File: config.mk
export PLATFORM = sky130hd
export DESIGN_NAME = mir_regs
export DESIGN_NICKNAME = d
export VERILOG_FILES = /design/src/mir_pkg.sv /design/src/mir_regs.sv
export SDC_FILE = /design/constraint.sdc
export NUM_CORES = 1
export LEC_CHECK = 0
export BUFFER_PORTS_ARGS = -buffer_cell sky130_fd_sc_hd__buf_2
export CORE_ASPECT_RATIO = 0.7
export CORE_MARGIN = 5
export CORE_UTILIZATION = 40
export DETAILED_ROUTE_END_ITERATION = 6
export GPL_ROUTABILITY_DRIVEN = 0
export GPL_TIMING_DRIVEN = 0
export SETUP_SLACK_MARGIN = 0.5
export SLEW_MARGIN = 10
export SYNTH_ARGS = -nofsm -noshare
export SYNTH_HDL_FRONTEND = slang
export SYNTH_SLANG_ARGS = --single-unit
export TNS_END_PERCENT = 100
File: constraint.sdc
create_clock -name pclk -period 2.55 [get_ports pclk]
set_input_delay 0.255 -clock pclk [delete_from_list [all_inputs] [get_ports pclk]]
set_output_delay 0.255 -clock pclk [all_outputs]
set_load 0.005 [all_outputs]
File: src/mir_pkg.sv
package mir_pkg;

	// ----------------------------------------
	// register byte offsets
	// ----------------------------------------
	localparam logic [7:0] OFS_NET_STATUS = 8'h08;
	localparam logic [7:0] OFS_EVT_STATUS = 8'h24;
	localparam logic [7:0] OFS_EVT_EN_SET = 8'h28;
	localparam logic [7:0] OFS_EVT_EN_CLR = 8'h2c;
	localparam logic [7:0] OFS_EVT_MASK = 8'h30;
	localparam logic [7:0] OFS_PHY_MGMT = 8'h34;
	localparam logic [7:0] OFS_PAUSE = 8'h38;
	localparam logic [7:0] OFS_HASH_LO = 8'h90;
	localparam logic [7:0] OFS_HASH_HI = 8'h94;

	// ----------------------------------------
	// event vector layout
	// ----------------------------------------
	localparam int EVT_W = 14;
	localparam int B_MGMT_DONE = 0;
	localparam int B_RX_COMPLETE = 1;
	localparam int B_RX_OWNED = 2;
	localparam int B_TX_OWNED = 3;
	localparam int B_TX_UNDERRUN = 4;
	localparam int B_RETRY_LIMIT = 5;
	localparam int B_TX_EXHAUSTED = 6;
	localparam int B_TX_COMPLETE = 7;
	localparam int B_RX_OVERRUN = 10;
	localparam int B_BUS_ERROR = 11;
	localparam int B_PAUSE_RX = 12;
	localparam int B_PAUSE_ZERO = 13;
	localparam logic [13:0] EVT_VALID = 14'h3cff;
	localparam logic [13:0] MASK_RST = 14'h3cff;
	localparam logic [13:0] EVT_NONE = 14'h0000;

	// ----------------------------------------
	// network status and phy management fields
	// ----------------------------------------
	localparam int NS_MDIO_BIT = 1;
	localparam int NS_IDLE_BIT = 2;
	localparam int MG_OP_HI = 29;
	localparam int MG_OP_LO = 28;
	localparam int MG_DATA_W = 16;
	localparam logic [1:0] MG_OP_READ = 2'b10;
	localparam logic [1:0] MG_OP_WRITE = 2'b01;
	localparam logic [5:0] MG_LAST_BIT = 6'h3f;
	localparam logic [4:0] MG_TA_START = 5'h0e;
	localparam logic [31:0] MG_RST = 32'h0000_0000;
	localparam logic [15:0] PAUSE_RST = 16'h0000;
	localparam logic [31:0] HASH_RST = 32'h0000_0000;
	localparam logic [31:0] WORD_ZERO = 32'h0000_0000;

	// event pulses from the mac datapath and dma
	typedef struct packed {
		logic rx_complete;
		logic rx_owned_desc;
		logic tx_owned_desc;
		logic tx_underrun;
		logic tx_queue_written;
		logic retry_limit;
		logic tx_exhausted;
		logic tx_complete;
		logic rx_overrun;
		logic bus_error;
		logic pause_received;
	} mir_evt_t;

	// management link outputs
	typedef struct packed {
		logic mdc;
		logic mdio_o;
		logic mdio_oe;
	} mir_mdio_out_t;

endpackage

File: src/mir_regs.sv
// The APB interface to the registers was left to the implementer.
`timescale 1ns/10ps
// Contract
// - management done flag sets when a phy frame ends; status read clears it
// - receive complete flag sets per stored frame; cleared by status read
// - receive owned-descriptor flag sets on used descriptor fetch; read clears
// - transmit owned-descriptor flag sets on used descriptor fetch; read clears
// - underrun flag sets on late fetch, bus error, midframe used, queue write
// - transmit exhausted flag sets when buffers run out midframe; read clears
// - transmit complete flag sets when a frame is sent; read clears
// - receive overrun flag sets when overrun status sets; read clears
// - bus error flag sets on dma error response; read clears
// - pause received flag sets on a valid pause frame; read clears
// - pause zero flag sets when pause count decrements to zero; read clears
// - enable register is write-only; a one unmasks that event
// - disable register is write-only; a one masks that event
// - mask register reads current masked state of every event
// - data field sends write data; read result lands there
// - operation 10 reads, 01 writes, other codes are invalid frames
// - register holds phy address and phy register address fields
// - pause count decrements once every 512 bit times
// - low hash register holds filter bits 31 to 0
// - high hash register holds filter bits 63 to 32
// - idle indication is 0 when idle, 1 while shifting a frame
module mir_regs #(
	parameter int ADDR_W = 8,
	parameter int MDC_HALF = 4,
	parameter int PAUSE_QUANTUM = 512
) (
	// clock and reset
	input wire logic pclk,
	input wire logic presetn,
	// apb slave
	input wire logic psel,
	input wire logic penable,
	input wire logic pwrite,
	input wire logic [ADDR_W-1:0] paddr,
	input wire logic [31:0] pwdata,
	output logic [31:0] prdata,
	output logic pready,
	output logic pslverr,
	// mac events
	input wire mir_pkg::mir_evt_t evt,
	input wire logic [15:0] pause_value,
	input wire logic bit_tick,
	// management link
	input wire logic mdio_i,
	output mir_pkg::mir_mdio_out_t mdio,
	// status and filter
	output logic irq,
	output logic mgmt_busy,
	output logic [15:0] pause_count,
	output logic [63:0] hash_filter
);

	// ----------------------------------------
	// apb decode
	// ----------------------------------------
	function automatic logic hit(input logic [ADDR_W-1:0] a, input logic [7:0] ofs);
		hit = (a == ADDR_W'(ofs));
	endfunction

	logic pready_r;
	logic pslverr_r;
	logic [31:0] prdata_r;
	logic [13:0] status_r;
	logic [13:0] mask_r;
	logic [31:0] mgmt_r;
	logic [15:0] pause_r;
	logic [31:0] hash_lo_r;
	logic [31:0] hash_hi_r;
	logic irq_r;
	logic busy_r;
	logic mdc_r;
	logic mdio_o_r;
	logic mdio_oe_r;
	logic [5:0] bit_r;
	logic [$clog2(MDC_HALF)-1:0] div_r;
	logic [15:0] rdsh_r;
	logic [$clog2(PAUSE_QUANTUM)-1:0] quant_r;

	wire access = psel & penable;
	wire fire = access & pready_r;
	wire wr_fire = fire & pwrite;
	wire rd_fire = fire & ~pwrite;
	wire h_ns = hit(paddr, mir_pkg::OFS_NET_STATUS);
	wire h_st = hit(paddr, mir_pkg::OFS_EVT_STATUS);
	wire h_es = hit(paddr, mir_pkg::OFS_EVT_EN_SET);
	wire h_ec = hit(paddr, mir_pkg::OFS_EVT_EN_CLR);
	wire h_mk = hit(paddr, mir_pkg::OFS_EVT_MASK);
	wire h_mg = hit(paddr, mir_pkg::OFS_PHY_MGMT);
	wire h_pt = hit(paddr, mir_pkg::OFS_PAUSE);
	wire h_hl = hit(paddr, mir_pkg::OFS_HASH_LO);
	wire h_hh = hit(paddr, mir_pkg::OFS_HASH_HI);
	wire mapped = h_ns | h_st | h_es | h_ec | h_mk | h_mg | h_pt | h_hl | h_hh;
	wire [13:0] wr_bits = pwdata[13:0] & mir_pkg::EVT_VALID;

	// read mux; write-only registers read as zero
	wire [31:0] ns_word = {29'h0000_0000, busy_r, mdio_i, 1'b0};
	wire [31:0] rdata_nxt =
		h_ns ? ns_word :
		h_st ? {18'h0_0000, status_r} :
		h_mk ? {18'h0_0000, mask_r} :
		h_mg ? mgmt_r :
		h_pt ? {16'h0000, pause_r} :
		h_hl ? hash_lo_r :
		h_hh ? hash_hi_r :
		mir_pkg::WORD_ZERO;

	// one wait state so that read data and ready come from flops
	always_ff @(posedge pclk or negedge presetn) begin
		if (!presetn) begin
			pready_r <= 1'b0;
			pslverr_r <= 1'b0;
			prdata_r <= mir_pkg::WORD_ZERO;
		end else begin
			pready_r <= access & ~pready_r;
			pslverr_r <= access & ~pready_r & ~mapped;
			prdata_r <= (access & ~pready_r) ? rdata_nxt : prdata_r;
		end
	end

	// ----------------------------------------
	// event status, mask and interrupt
	// ----------------------------------------
	wire mg_done;
	wire pause_hit_zero;
	wire [13:0] ev_vec = {
		pause_hit_zero, evt.pause_received, evt.bus_error, evt.rx_overrun,
		2'b00,
		evt.tx_complete, evt.tx_exhausted, evt.retry_limit,
		evt.tx_underrun | evt.tx_queue_written,
		evt.tx_owned_desc, evt.rx_owned_desc, evt.rx_complete, mg_done
	};
	// clear only the bits that went out in the captured read word, so an event
	// landing between capture and completion survives; a new event wins anyway
	wire [13:0] rd_clear = (rd_fire & h_st) ? prdata_r[13:0] : mir_pkg::EVT_NONE;
	wire [13:0] status_nxt = (status_r & ~rd_clear) | ev_vec;
	wire [13:0] mask_nxt = (wr_fire & h_es) ? (mask_r & ~wr_bits) :
		(wr_fire & h_ec) ? (mask_r | wr_bits) : mask_r;
	wire irq_nxt = |(status_r & ~mask_r & mir_pkg::EVT_VALID);

	always_ff @(posedge pclk or negedge presetn) begin
		if (!presetn) begin
			status_r <= mir_pkg::EVT_NONE;
			mask_r <= mir_pkg::MASK_RST;
			irq_r <= 1'b0;
		end else begin
			status_r <= status_nxt;
			mask_r <= mask_nxt;
			irq_r <= irq_nxt;
		end
	end

	// ----------------------------------------
	// phy management shifter
	// ----------------------------------------
	// 32 preamble ones then the 32-bit register image msb first; mdc is
	// derived by a divider so it is not a second clock domain
	wire mg_start = wr_fire & h_mg & ~busy_r;
	wire div_tick = busy_r & (div_r == ($clog2(MDC_HALF))'(MDC_HALF - 1));
	wire mdc_fall = div_tick & mdc_r;
	wire mdc_rise = div_tick & ~mdc_r;
	wire op_read = (mgmt_r[mir_pkg::MG_OP_HI:mir_pkg::MG_OP_LO] == mir_pkg::MG_OP_READ);
	wire in_frame = bit_r[5];
	assign mg_done = mdc_fall & (bit_r == mir_pkg::MG_LAST_BIT);
	// release the line for turnaround and data only on a valid read
	wire release_line = op_read & in_frame & (bit_r[4:0] >= mir_pkg::MG_TA_START);
	wire drive_bit = in_frame ? mgmt_r[~bit_r[4:0]] : 1'b1;
	wire sample = mdc_rise & op_read & in_frame & bit_r[4];
	// writes while a frame runs are ignored so the image stays stable
	wire [31:0] mgmt_nxt = mg_start ? pwdata :
		(mg_done & op_read) ? {mgmt_r[31:mir_pkg::MG_DATA_W], rdsh_r} : mgmt_r;

	always_ff @(posedge pclk or negedge presetn) begin
		if (!presetn) begin
			mgmt_r <= mir_pkg::MG_RST;
			busy_r <= 1'b0;
			mdc_r <= 1'b0;
			div_r <= '0;
			bit_r <= '0;
			rdsh_r <= 16'h0000;
			mdio_o_r <= 1'b0;
			mdio_oe_r <= 1'b0;
		end else begin
			mgmt_r <= mgmt_nxt;
			busy_r <= mg_start | (busy_r & ~mg_done);
			mdc_r <= div_tick ? ~mdc_r : (busy_r & mdc_r);
			div_r <= (mg_start | div_tick) ? '0 : div_r + 1'b1;
			bit_r <= mg_start ? '0 : (mdc_fall ? bit_r + 1'b1 : bit_r);
			rdsh_r <= sample ? {rdsh_r[14:0], mdio_i} : rdsh_r;
			mdio_o_r <= busy_r & drive_bit;
			mdio_oe_r <= busy_r & ~mg_done & ~release_line;
		end
	end

	// ----------------------------------------
	// pause countdown and hash filter
	// ----------------------------------------
	wire quantum = bit_tick & (quant_r == ($clog2(PAUSE_QUANTUM))'(PAUSE_QUANTUM - 1));
	wire pt_write = wr_fire & h_pt;
	localparam logic [15:0] PAUSE_LAST = 16'h0001;
	wire dec = quantum & (pause_r != mir_pkg::PAUSE_RST) & ~pt_write & ~evt.pause_received;
	assign pause_hit_zero = dec & (pause_r == PAUSE_LAST);
	// software write beats a received pause frame, which beats the countdown
	wire [15:0] pause_nxt = pt_write ? pwdata[15:0] :
		evt.pause_received ? pause_value : (dec ? pause_r - 1'b1 : pause_r);

	always_ff @(posedge pclk or negedge presetn) begin
		if (!presetn) begin
			pause_r <= mir_pkg::PAUSE_RST;
			quant_r <= '0;
			hash_lo_r <= mir_pkg::HASH_RST;
			hash_hi_r <= mir_pkg::HASH_RST;
		end else begin
			pause_r <= pause_nxt;
			quant_r <= quantum ? '0 : (bit_tick ? quant_r + 1'b1 : quant_r);
			hash_lo_r <= (wr_fire & h_hl) ? pwdata : hash_lo_r;
			hash_hi_r <= (wr_fire & h_hh) ? pwdata : hash_hi_r;
		end
	end

	// output drive, all from flops
	assign prdata = prdata_r;
	assign pready = pready_r;
	assign pslverr = pslverr_r;
	assign irq = irq_r;
	assign mgmt_busy = busy_r;
	assign pause_count = pause_r;
	assign hash_filter = {hash_hi_r, hash_lo_r};
	assign mdio = '{mdc: mdc_r, mdio_o: mdio_o_r, mdio_oe: mdio_oe_r};
endmodule

==> impl_metrics.xml, run 1 <==
<?xml version="1.0" encoding="UTF-8"?>
<metrics>
  <group name="power_and_ir_drop">
    <metric name="total_leakage_power" unit="nW">6.63</metric>
    <metric name="vdd_ir_drop_max" unit="mV">0.408</metric>
    <metric name="pwr_density_cell" unit="nW/um2">613</metric>
  </group>
  <group name="critical_path">
    <metric name="worstPathCellList" unit="">or4_4 &gt; nor4_4 &gt; buf_4 &gt; nor3_2 &gt; o31ai_4 &gt; o21ai_1</metric>
    <metric name="slowest_cell_on_crit_path" unit="">or4_4</metric>
    <metric name="worst-endpoint-required" unit="ns">2.95</metric>
    <metric name="cpPeakStageDelay" unit="ns">0.56</metric>
    <metric name="critical_path.n_buffers_inverters" unit="">1</metric>
    <metric name="setup.worst_path.start_class" unit="">flip-flop</metric>
    <metric name="criticalPathCategory" unit="">reg2reg</metric>
    <metric name="endpoint_class_of_the_critical_path" unit="">flip-flop</metric>
    <metric name="crit_family" unit="">simple AND/OR/NAND/NOR gates</metric>
    <metric name="critical_path.max_fanout" unit="">7</metric>
    <metric name="worstPathArrival" unit="ns">2.52</metric>
  </group>
  <group name="clock_network">
    <metric name="path_clk_slew" unit="ns">0.06</metric>
    <metric name="cts-root-to-sink-buffers" unit="">3</metric>
    <metric name="cts-root-buf" unit="">clkbuf_16</metric>
    <metric name="clock_sinks" unit="">210</metric>
    <metric name="numCtsBuffers" unit="">24</metric>
    <metric name="cts-htree-levels" unit="">1</metric>
    <metric name="clkLatencyLatePin" unit="ns">0.52</metric>
    <metric name="tritoncts" unit="">yes</metric>
  </group>
  <group name="min_path">
    <metric name="timing.hold.worst.class" unit="">in2reg</metric>
  </group>
  <group name="floorplan">
    <metric name="start_util" unit="">0.402</metric>
    <metric name="row_count" unit="">49</metric>
    <metric name="num_io_pins" unit="">193</metric>
    <metric name="chipWidth" unit="um">201</metric>
    <metric name="design.die.area" unit="um2">28900</metric>
    <metric name="die_height" unit="um">144</metric>
    <metric name="core-area" unit="um2">25400</metric>
  </group>
  <group name="final_layout">
    <metric name="post-route-util" unit="">0.537</metric>
    <metric name="nFillCells" unit="">2291</metric>
    <metric name="layout-drive-gt1-share" unit="">0.386</metric>
    <metric name="multi_input_comb_area" unit="um2">4880</metric>
    <metric name="final_nets" unit="">1365</metric>
    <metric name="layout.cells.most_common" unit="">buf_2</metric>
    <metric name="final_cell_mix" unit="">buf_2, dfrtp_1, nand2_1, a21oi_1, mux2_2</metric>
    <metric name="ff_latch_area" unit="um2">5290</metric>
    <metric name="synth_to_final_area_change" unit="%">33.6</metric>
  </group>
  <group name="timing">
    <metric name="finalSetupTns" unit="ns">0</metric>
    <metric name="max_freq" unit="MHz">471</metric>
    <metric name="timing.max_slew.rel_slack" unit="">0.251</metric>
    <metric name="setup-violations-final" unit="">0</metric>
    <metric name="period_share" unit="">0.833</metric>
    <metric name="setup_repair_after_global_routing_missed_its_margin" unit="">yes</metric>
    <metric name="worst_slew_pin_tran" unit="ns">1.11</metric>
    <metric name="hold_viol" unit="">0</metric>
    <metric name="fin_worst_skew" unit="ns">0.0146</metric>
    <metric name="worst_setup_slack_after_layout" unit="ns">0.426</metric>
    <metric name="slew_viol_final" unit="">0</metric>
    <metric name="fin_crit" unit="ns">2.12</metric>
  </group>
  <group name="place">
    <metric name="dp_hpwl" unit="um">25200</metric>
    <metric name="port_buffers" unit="">192</metric>
    <metric name="place_worst_setup_slack" unit="ns">-0.0998</metric>
  </group>
  <group name="logic_synthesis">
    <metric name="synth.yosys.warnings" unit="">0</metric>
    <metric name="synth-main-ff-cell" unit="">dfrtp_1</metric>
    <metric name="synth_cell_types" unit="">63</metric>
    <metric name="synthesis.area_per_instance" unit="um2">10.4</metric>
    <metric name="synth_edf_count" unit="">0</metric>
    <metric name="syn_inst" unit="">987</metric>
    <metric name="synth.cell_area" unit="um2">10200</metric>
    <metric name="syn-num-nets" unit="">1069</metric>
    <metric name="share_of_synthesized_area_occupied_by_flip_flops_and_latches" unit="">0.515</metric>
    <metric name="ys_seq_elements" unit="">210</metric>
    <metric name="synthArstFlopShare" unit="">1.00</metric>
  </group>
  <group name="routing">
    <metric name="via_count" unit="">9007</metric>
    <metric name="detailedRoute.firstPassIterationCount" unit="">5</metric>
    <metric name="per_cell_routed_wire_length" unit="um">21.8</metric>
    <metric name="drt.antenna.violating_nets" unit="">0</metric>
    <metric name="totalWireLength" unit="um">35600</metric>
    <metric name="drt_iter0_markers" unit="">778</metric>
    <metric name="vias_per_cell" unit="">5.51</metric>
    <metric name="drc_errors" unit="">0</metric>
  </group>
  <group name="run_status">
    <metric name="status" unit="">finished clean</metric>
  </group>
  <group name="global_route">
    <metric name="first_global_vias" unit="">8697</metric>
    <metric name="grt_overflow_total" unit="">0</metric>
    <metric name="maximum_number_of_pins_on_one_net_before_global_route_repair" unit="">109</metric>
    <metric name="grtUsageTotal" unit="">0.237</metric>
    <metric name="first_pass_grt_wire_length" unit="um">53400</metric>
    <metric name="antenna_found_initial" unit="">2</metric>
  </group>
  <group name="run">
    <metric name="cap_violations" unit="">0</metric>
  </group>
</metrics>
-- path summary, 6_finish.rpt --
kind / from / end / slack, ns / depth (start not counted)
worst max-delay path: pause_count[12] / pause_count[5] / 0.43 / 6
min in group asynchronous: presetn / hash_hi_r[19] / 0.37 / 2
worst max register to register: pause_count[12] / pause_count[5] / 0.43 / 6
max in group asynchronous: presetn / pause_count[14] / 1.13 / 3
worst min-delay path: pwdata[18] / mgmt_r[18] / 0.01 / 3
worst min register to register: div_r[0] / div_r[0] / 0.43 / 1
-- state kept, by name (all words and copies together) (netlist names), named ones only --
register     cells
hash_hi_r       32
hash_lo_r       32
mgmt_r          32
prdata          32
pause_count     16
rdsh_r          16
status_r        14
quant_r          9
bit_r            6
div_r            2
irq              1
mdc_r            1
mdio_o_r         1
mdio_oe_r        1
mgmt_busy        1
pready           1
pslverr          1
-- synth_stat cells (all sizes together) (16+ instances only) --
library cell	number	area (um2)
nor2	60	225
clkbuf	44	165
mux2i	35	350
buf	23	114
nand2	117	439
dfrtp	198	4950
mux2	84	946
a21oi	87	435
inv	33	124
a222oi	16	160
o21ai	83	415
-- per-layer routing --
metal	wire length (um)	vias up	global-route usage
met5	0	-	0
met4	690	0	0.0499
met3	2370	48	0.0449
met2	15400	285	0.349
met1	17200	4510	0.363
li1	-	4164	-
-- cell type report --
cell class              instances  area share
plain buffers                  67      0.0291
diodes                          2    0.000366
flip-flops and latches        210       0.387
inverters                      33     0.00925
repair buffers                270       0.123
well taps                     331      0.0303
clock inverters                 8      0.0107
clock buffers                  36      0.0539
multi-input cells             677       0.357
-- stage by stage --
stage / total power, W / cell area, um2 / cells / hold slack, ns
floorplan: 0.00395 / 10300 / 987 / -0.0406
global placement: 0.00430 / 11600 / 1510 / 0.421
detailed placement: 0.00432 / 11700 / 1511 / 0.365
CTS: 0.00829 / 13200 / 1604 / 0.00563
global route: 0.00870 / 13700 / 1634 / 0.0167
finish: 0.00838 / 13700 / 1634 / 0.0105
-- where the power goes --
part	switching, W	internal, W	leakage, nW
clock network	0.00141	0.00240	0.432
logic	0.000517	0.000471	3.48
registers	0.000137	0.00345	2.73
-- repair_timing --
action,in CTS,in global routing
hold endpoints to repair,133,0
gates resized for setup,57,96
hold buffers,27,0
setup buffers,22,26
cloned,0,2
pin swaps,5,11
endpoints found under the setup margin,144,83
-- cells by family after synthesis --
kind of cell,synth area share
buffers and inverters,0.0394
DFF,0.515
xor gates and xnor gates,0.0180
adders and majority gates,0.00979
AOI/OAI and AO/OA,0.154
muxes,0.140
and+or+nand+nor,0.124
-- worst reg2reg max path, delay by kind of cell (launching register included) --
kind / cells / cell delay (ns)
AOI/OAI and AO/OA: 2 / 0.33
buffers and inverters: 1 / 0.19
DFF: 1 / 0.49
and+or+nand+nor: 3 / 0.98
Note: power is estimated with default switching activity, not from simulation.
==> run 2: changes to the inputs <==
Clock period 2.55 ns to 2.2 ns, I/O delays scaled along.
==> run 2 against run 1 <==
  * The run now ends with negative setup slack left
  * Die area unchanged
  * Critical path depth rose by 1
  * Global-route usage is 1.1 points higher
  * Combinational power rose by 31%
  * Clock power is 3% higher
  * Largest cell class is now multi-input gates
  * Largest power group is now sequential cells
==> impl_metrics.xml, run 2 (synthesis gave the netlist of run 1 again) <==
<?xml version="1.0" encoding="UTF-8"?>
<metrics>
  <group name="timing">
    <metric name="timing.max_slew.rel_slack" unit="">0.486</metric>
    <metric name="slew_viol_final" unit="">0</metric>
    <metric name="finalSetupTns" unit="ns">-0.00520</metric>
    <metric name="max_freq" unit="MHz">453</metric>
    <metric name="period_share" unit="">1.00</metric>
    <metric name="worst_setup_slack_after_layout" unit="ns">-0.00520</metric>
    <metric name="fin_worst_skew" unit="ns">0.0277</metric>
    <metric name="setup-violations-final" unit="">1</metric>
    <metric name="hold_viol" unit="">0</metric>
    <metric name="setup_repair_after_global_routing_missed_its_margin" unit="">yes</metric>
    <metric name="fin_crit" unit="ns">2.21</metric>
    <metric name="worst_slew_pin_tran" unit="ns">0.770</metric>
  </group>
  <group name="final_layout">
    <metric name="synth_to_final_area_change" unit="%">44.9</metric>
    <metric name="nFillCells" unit="">2173</metric>
    <metric name="layout.cells.most_common" unit="">buf_2</metric>
    <metric name="ff_latch_area" unit="um2">5290</metric>
    <metric name="layout-drive-gt1-share" unit="">0.473</metric>
    <metric name="n_antenna_cell" unit="">0</metric>
    <metric name="final_nets" unit="">1416</metric>
    <metric name="final_cell_mix" unit="">buf_2, dfrtp_1, nand2_1, mux2_2, buf_4</metric>
    <metric name="multi_input_comb_area" unit="um2">5400</metric>
  </group>
  <group name="power_and_ir_drop">
    <metric name="vdd_ir_drop_max" unit="mV">0.470</metric>
    <metric name="pwr_density_cell" unit="nW/um2">632</metric>
    <metric name="total_leakage_power" unit="nW">7.11</metric>
  </group>
  <group name="critical_path">
    <metric name="worstPathCellList" unit="">clkbuf_8 &gt; or4_4 &gt; buf_8 &gt; or3_4 &gt; o21a_1 &gt; o31ai_2 &gt; o21ai_1</metric>
    <metric name="critical_path.n_buffers_inverters" unit="">2</metric>
    <metric name="worstPathArrival" unit="ns">2.58</metric>
    <metric name="endpoint_class_of_the_critical_path" unit="">flip-flop</metric>
    <metric name="criticalPathCategory" unit="">reg2reg</metric>
    <metric name="crit_family" unit="">simple AND/OR/NAND/NOR gates</metric>
    <metric name="setup.worst_path.start_class" unit="">flip-flop</metric>
    <metric name="critical_path.max_fanout" unit="">3</metric>
    <metric name="reg2reg_setup_slack" unit="ns">-0.005</metric>
    <metric name="cpPeakStageDelay" unit="ns">0.48</metric>
    <metric name="slowest_cell_on_crit_path" unit="">or4_4</metric>
    <metric name="worst-endpoint-required" unit="ns">2.58</metric>
  </group>
  <group name="clock_network">
    <metric name="cts-root-to-sink-buffers" unit="">3</metric>
    <metric name="cts-htree-levels" unit="">1</metric>
    <metric name="path_clk_slew" unit="ns">0.07</metric>
    <metric name="clkLatencyLatePin" unit="ns">0.53</metric>
    <metric name="tritoncts" unit="">yes</metric>
    <metric name="cts-root-buf" unit="">clkbuf_16</metric>
    <metric name="clock_sinks" unit="">210</metric>
    <metric name="numCtsBuffers" unit="">23</metric>
  </group>
  <group name="routing">
    <metric name="per_cell_routed_wire_length" unit="um">22.5</metric>
    <metric name="totalWireLength" unit="um">37700</metric>
    <metric name="vias_per_cell" unit="">5.73</metric>
    <metric name="drc_errors" unit="">0</metric>
    <metric name="maxUsedRoutingLayer" unit="">met4</metric>
    <metric name="route.met2.wl" unit="um">15900</metric>
    <metric name="detailedRoute.firstPassIterationCount" unit="">6</metric>
    <metric name="drt.antenna.violating_nets" unit="">0</metric>
    <metric name="wl_met3" unit="um">3630</metric>
    <metric name="via_count" unit="">9627</metric>
    <metric name="wl_met1" unit="um">17300</metric>
    <metric name="drt_iter0_markers" unit="">875</metric>
  </group>
  <group name="global_route">
    <metric name="first_global_vias" unit="">9112</metric>
    <metric name="antenna_found_initial" unit="">1</metric>
    <metric name="first_pass_grt_wire_length" unit="um">55800</metric>
    <metric name="maximum_number_of_pins_on_one_net_before_global_route_repair" unit="">101</metric>
    <metric name="grtUsageTotal" unit="">0.247</metric>
    <metric name="grt_overflow_total" unit="">0</metric>
  </group>
  <group name="place">
    <metric name="place_worst_setup_slack" unit="ns">-0.593</metric>
    <metric name="port_buffers" unit="">192</metric>
    <metric name="dp_hpwl" unit="um">25600</metric>
  </group>
  <group name="floorplan">
    <metric name="num_io_pins" unit="">193</metric>
    <metric name="design.die.area" unit="um2">28900</metric>
    <metric name="core-area" unit="um2">25400</metric>
    <metric name="row_count" unit="">49</metric>
    <metric name="start_util" unit="">0.402</metric>
    <metric name="chipWidth" unit="um">201</metric>
    <metric name="die_height" unit="um">144</metric>
  </group>
  <group name="min_path">
    <metric name="timing.hold.worst.class" unit="">in2reg</metric>
  </group>
  <group name="run_status">
    <metric name="status" unit="">finished with violations</metric>
    <metric name="violations" unit="">negative setup slack</metric>
  </group>
  <group name="run">
    <metric name="cap_violations" unit="">0</metric>
  </group>
</metrics>
## run 2: cell type report
type,count,area share
buffer,67,0.0376
clock inverter,6,0.00565
clock buffer,33,0.0447
timing repair buffer,322,0.155
sequential,210,0.357
multi-input combinational,677,0.364
inverter,33,0.00869
tap,331,0.0279
## run 2: per-stage QoR
step	utilization	total power (W)	cells	instance area, um2	hold WS [ns]
after global placement	0.463	0.00498	1510	11800	0.406
after CTS	0.549	0.00923	1647	14000	0.00210
after global routing	0.583	0.00973	1679	14800	0.0210
after floorplan	-	0.00459	987	10400	-0.0756
final	0.583	0.00937	1679	14800	0.0289
after detailed placement	0.465	0.00502	1512	11800	0.0896
## run 2: path summary, 6_finish.rpt
path | startpoint | end | cells past startpoint
max | pause_count[2] | pause_count[5] | 7
min | pwdata[13] | flip-flop | 2
max reg2reg | pause_count[2] | pause_count[5] | 7
min reg2reg | prdata[22] | prdata[22] | 2
max in group asynchronous | presetn | mgmt_busy | 3
min in group asynchronous | presetn | status_r[5] | 2
## run 2: metal layers
metal | track usage | vias to the layer above
met3 | 0.0584 | 82
met2 | 0.355 | 470
met1 | 0.381 | 4805
li1 | - | 4270
met4 | 0.0525 | 0
met5 | 0 | -
## run 2: worst reg2reg max path: cells and delay by family (launching register included)
| family | cells | cell delay (ns) |
|---|---|---|
| DFF | 1 | 0.40 |
| buffers and inverters | 2 | 0.28 |
| AOI/OAI and AO/OA | 3 | 0.53 |
| and+or+nand+nor | 2 | 0.86 |
## run 2: where the power goes
part / switching, W / internal [W] / total (W)
clock network: 0.00161 / 0.00232 / 0.00392
registers: 0.000156 / 0.00399 / 0.00415
logic: 0.000650 / 0.000645 / 0.00129
total: 0.00241 / 0.00696 / 0.00937
## run 2: what timing repair did
item	in CTS	in global routing
cloned	6	3
endpoints found under the setup margin	177	163
setup buffers	52	29
hold endpoints to repair	270	0
pin swaps	37	29
gates resized for setup	160	167
hold buffers	38	0
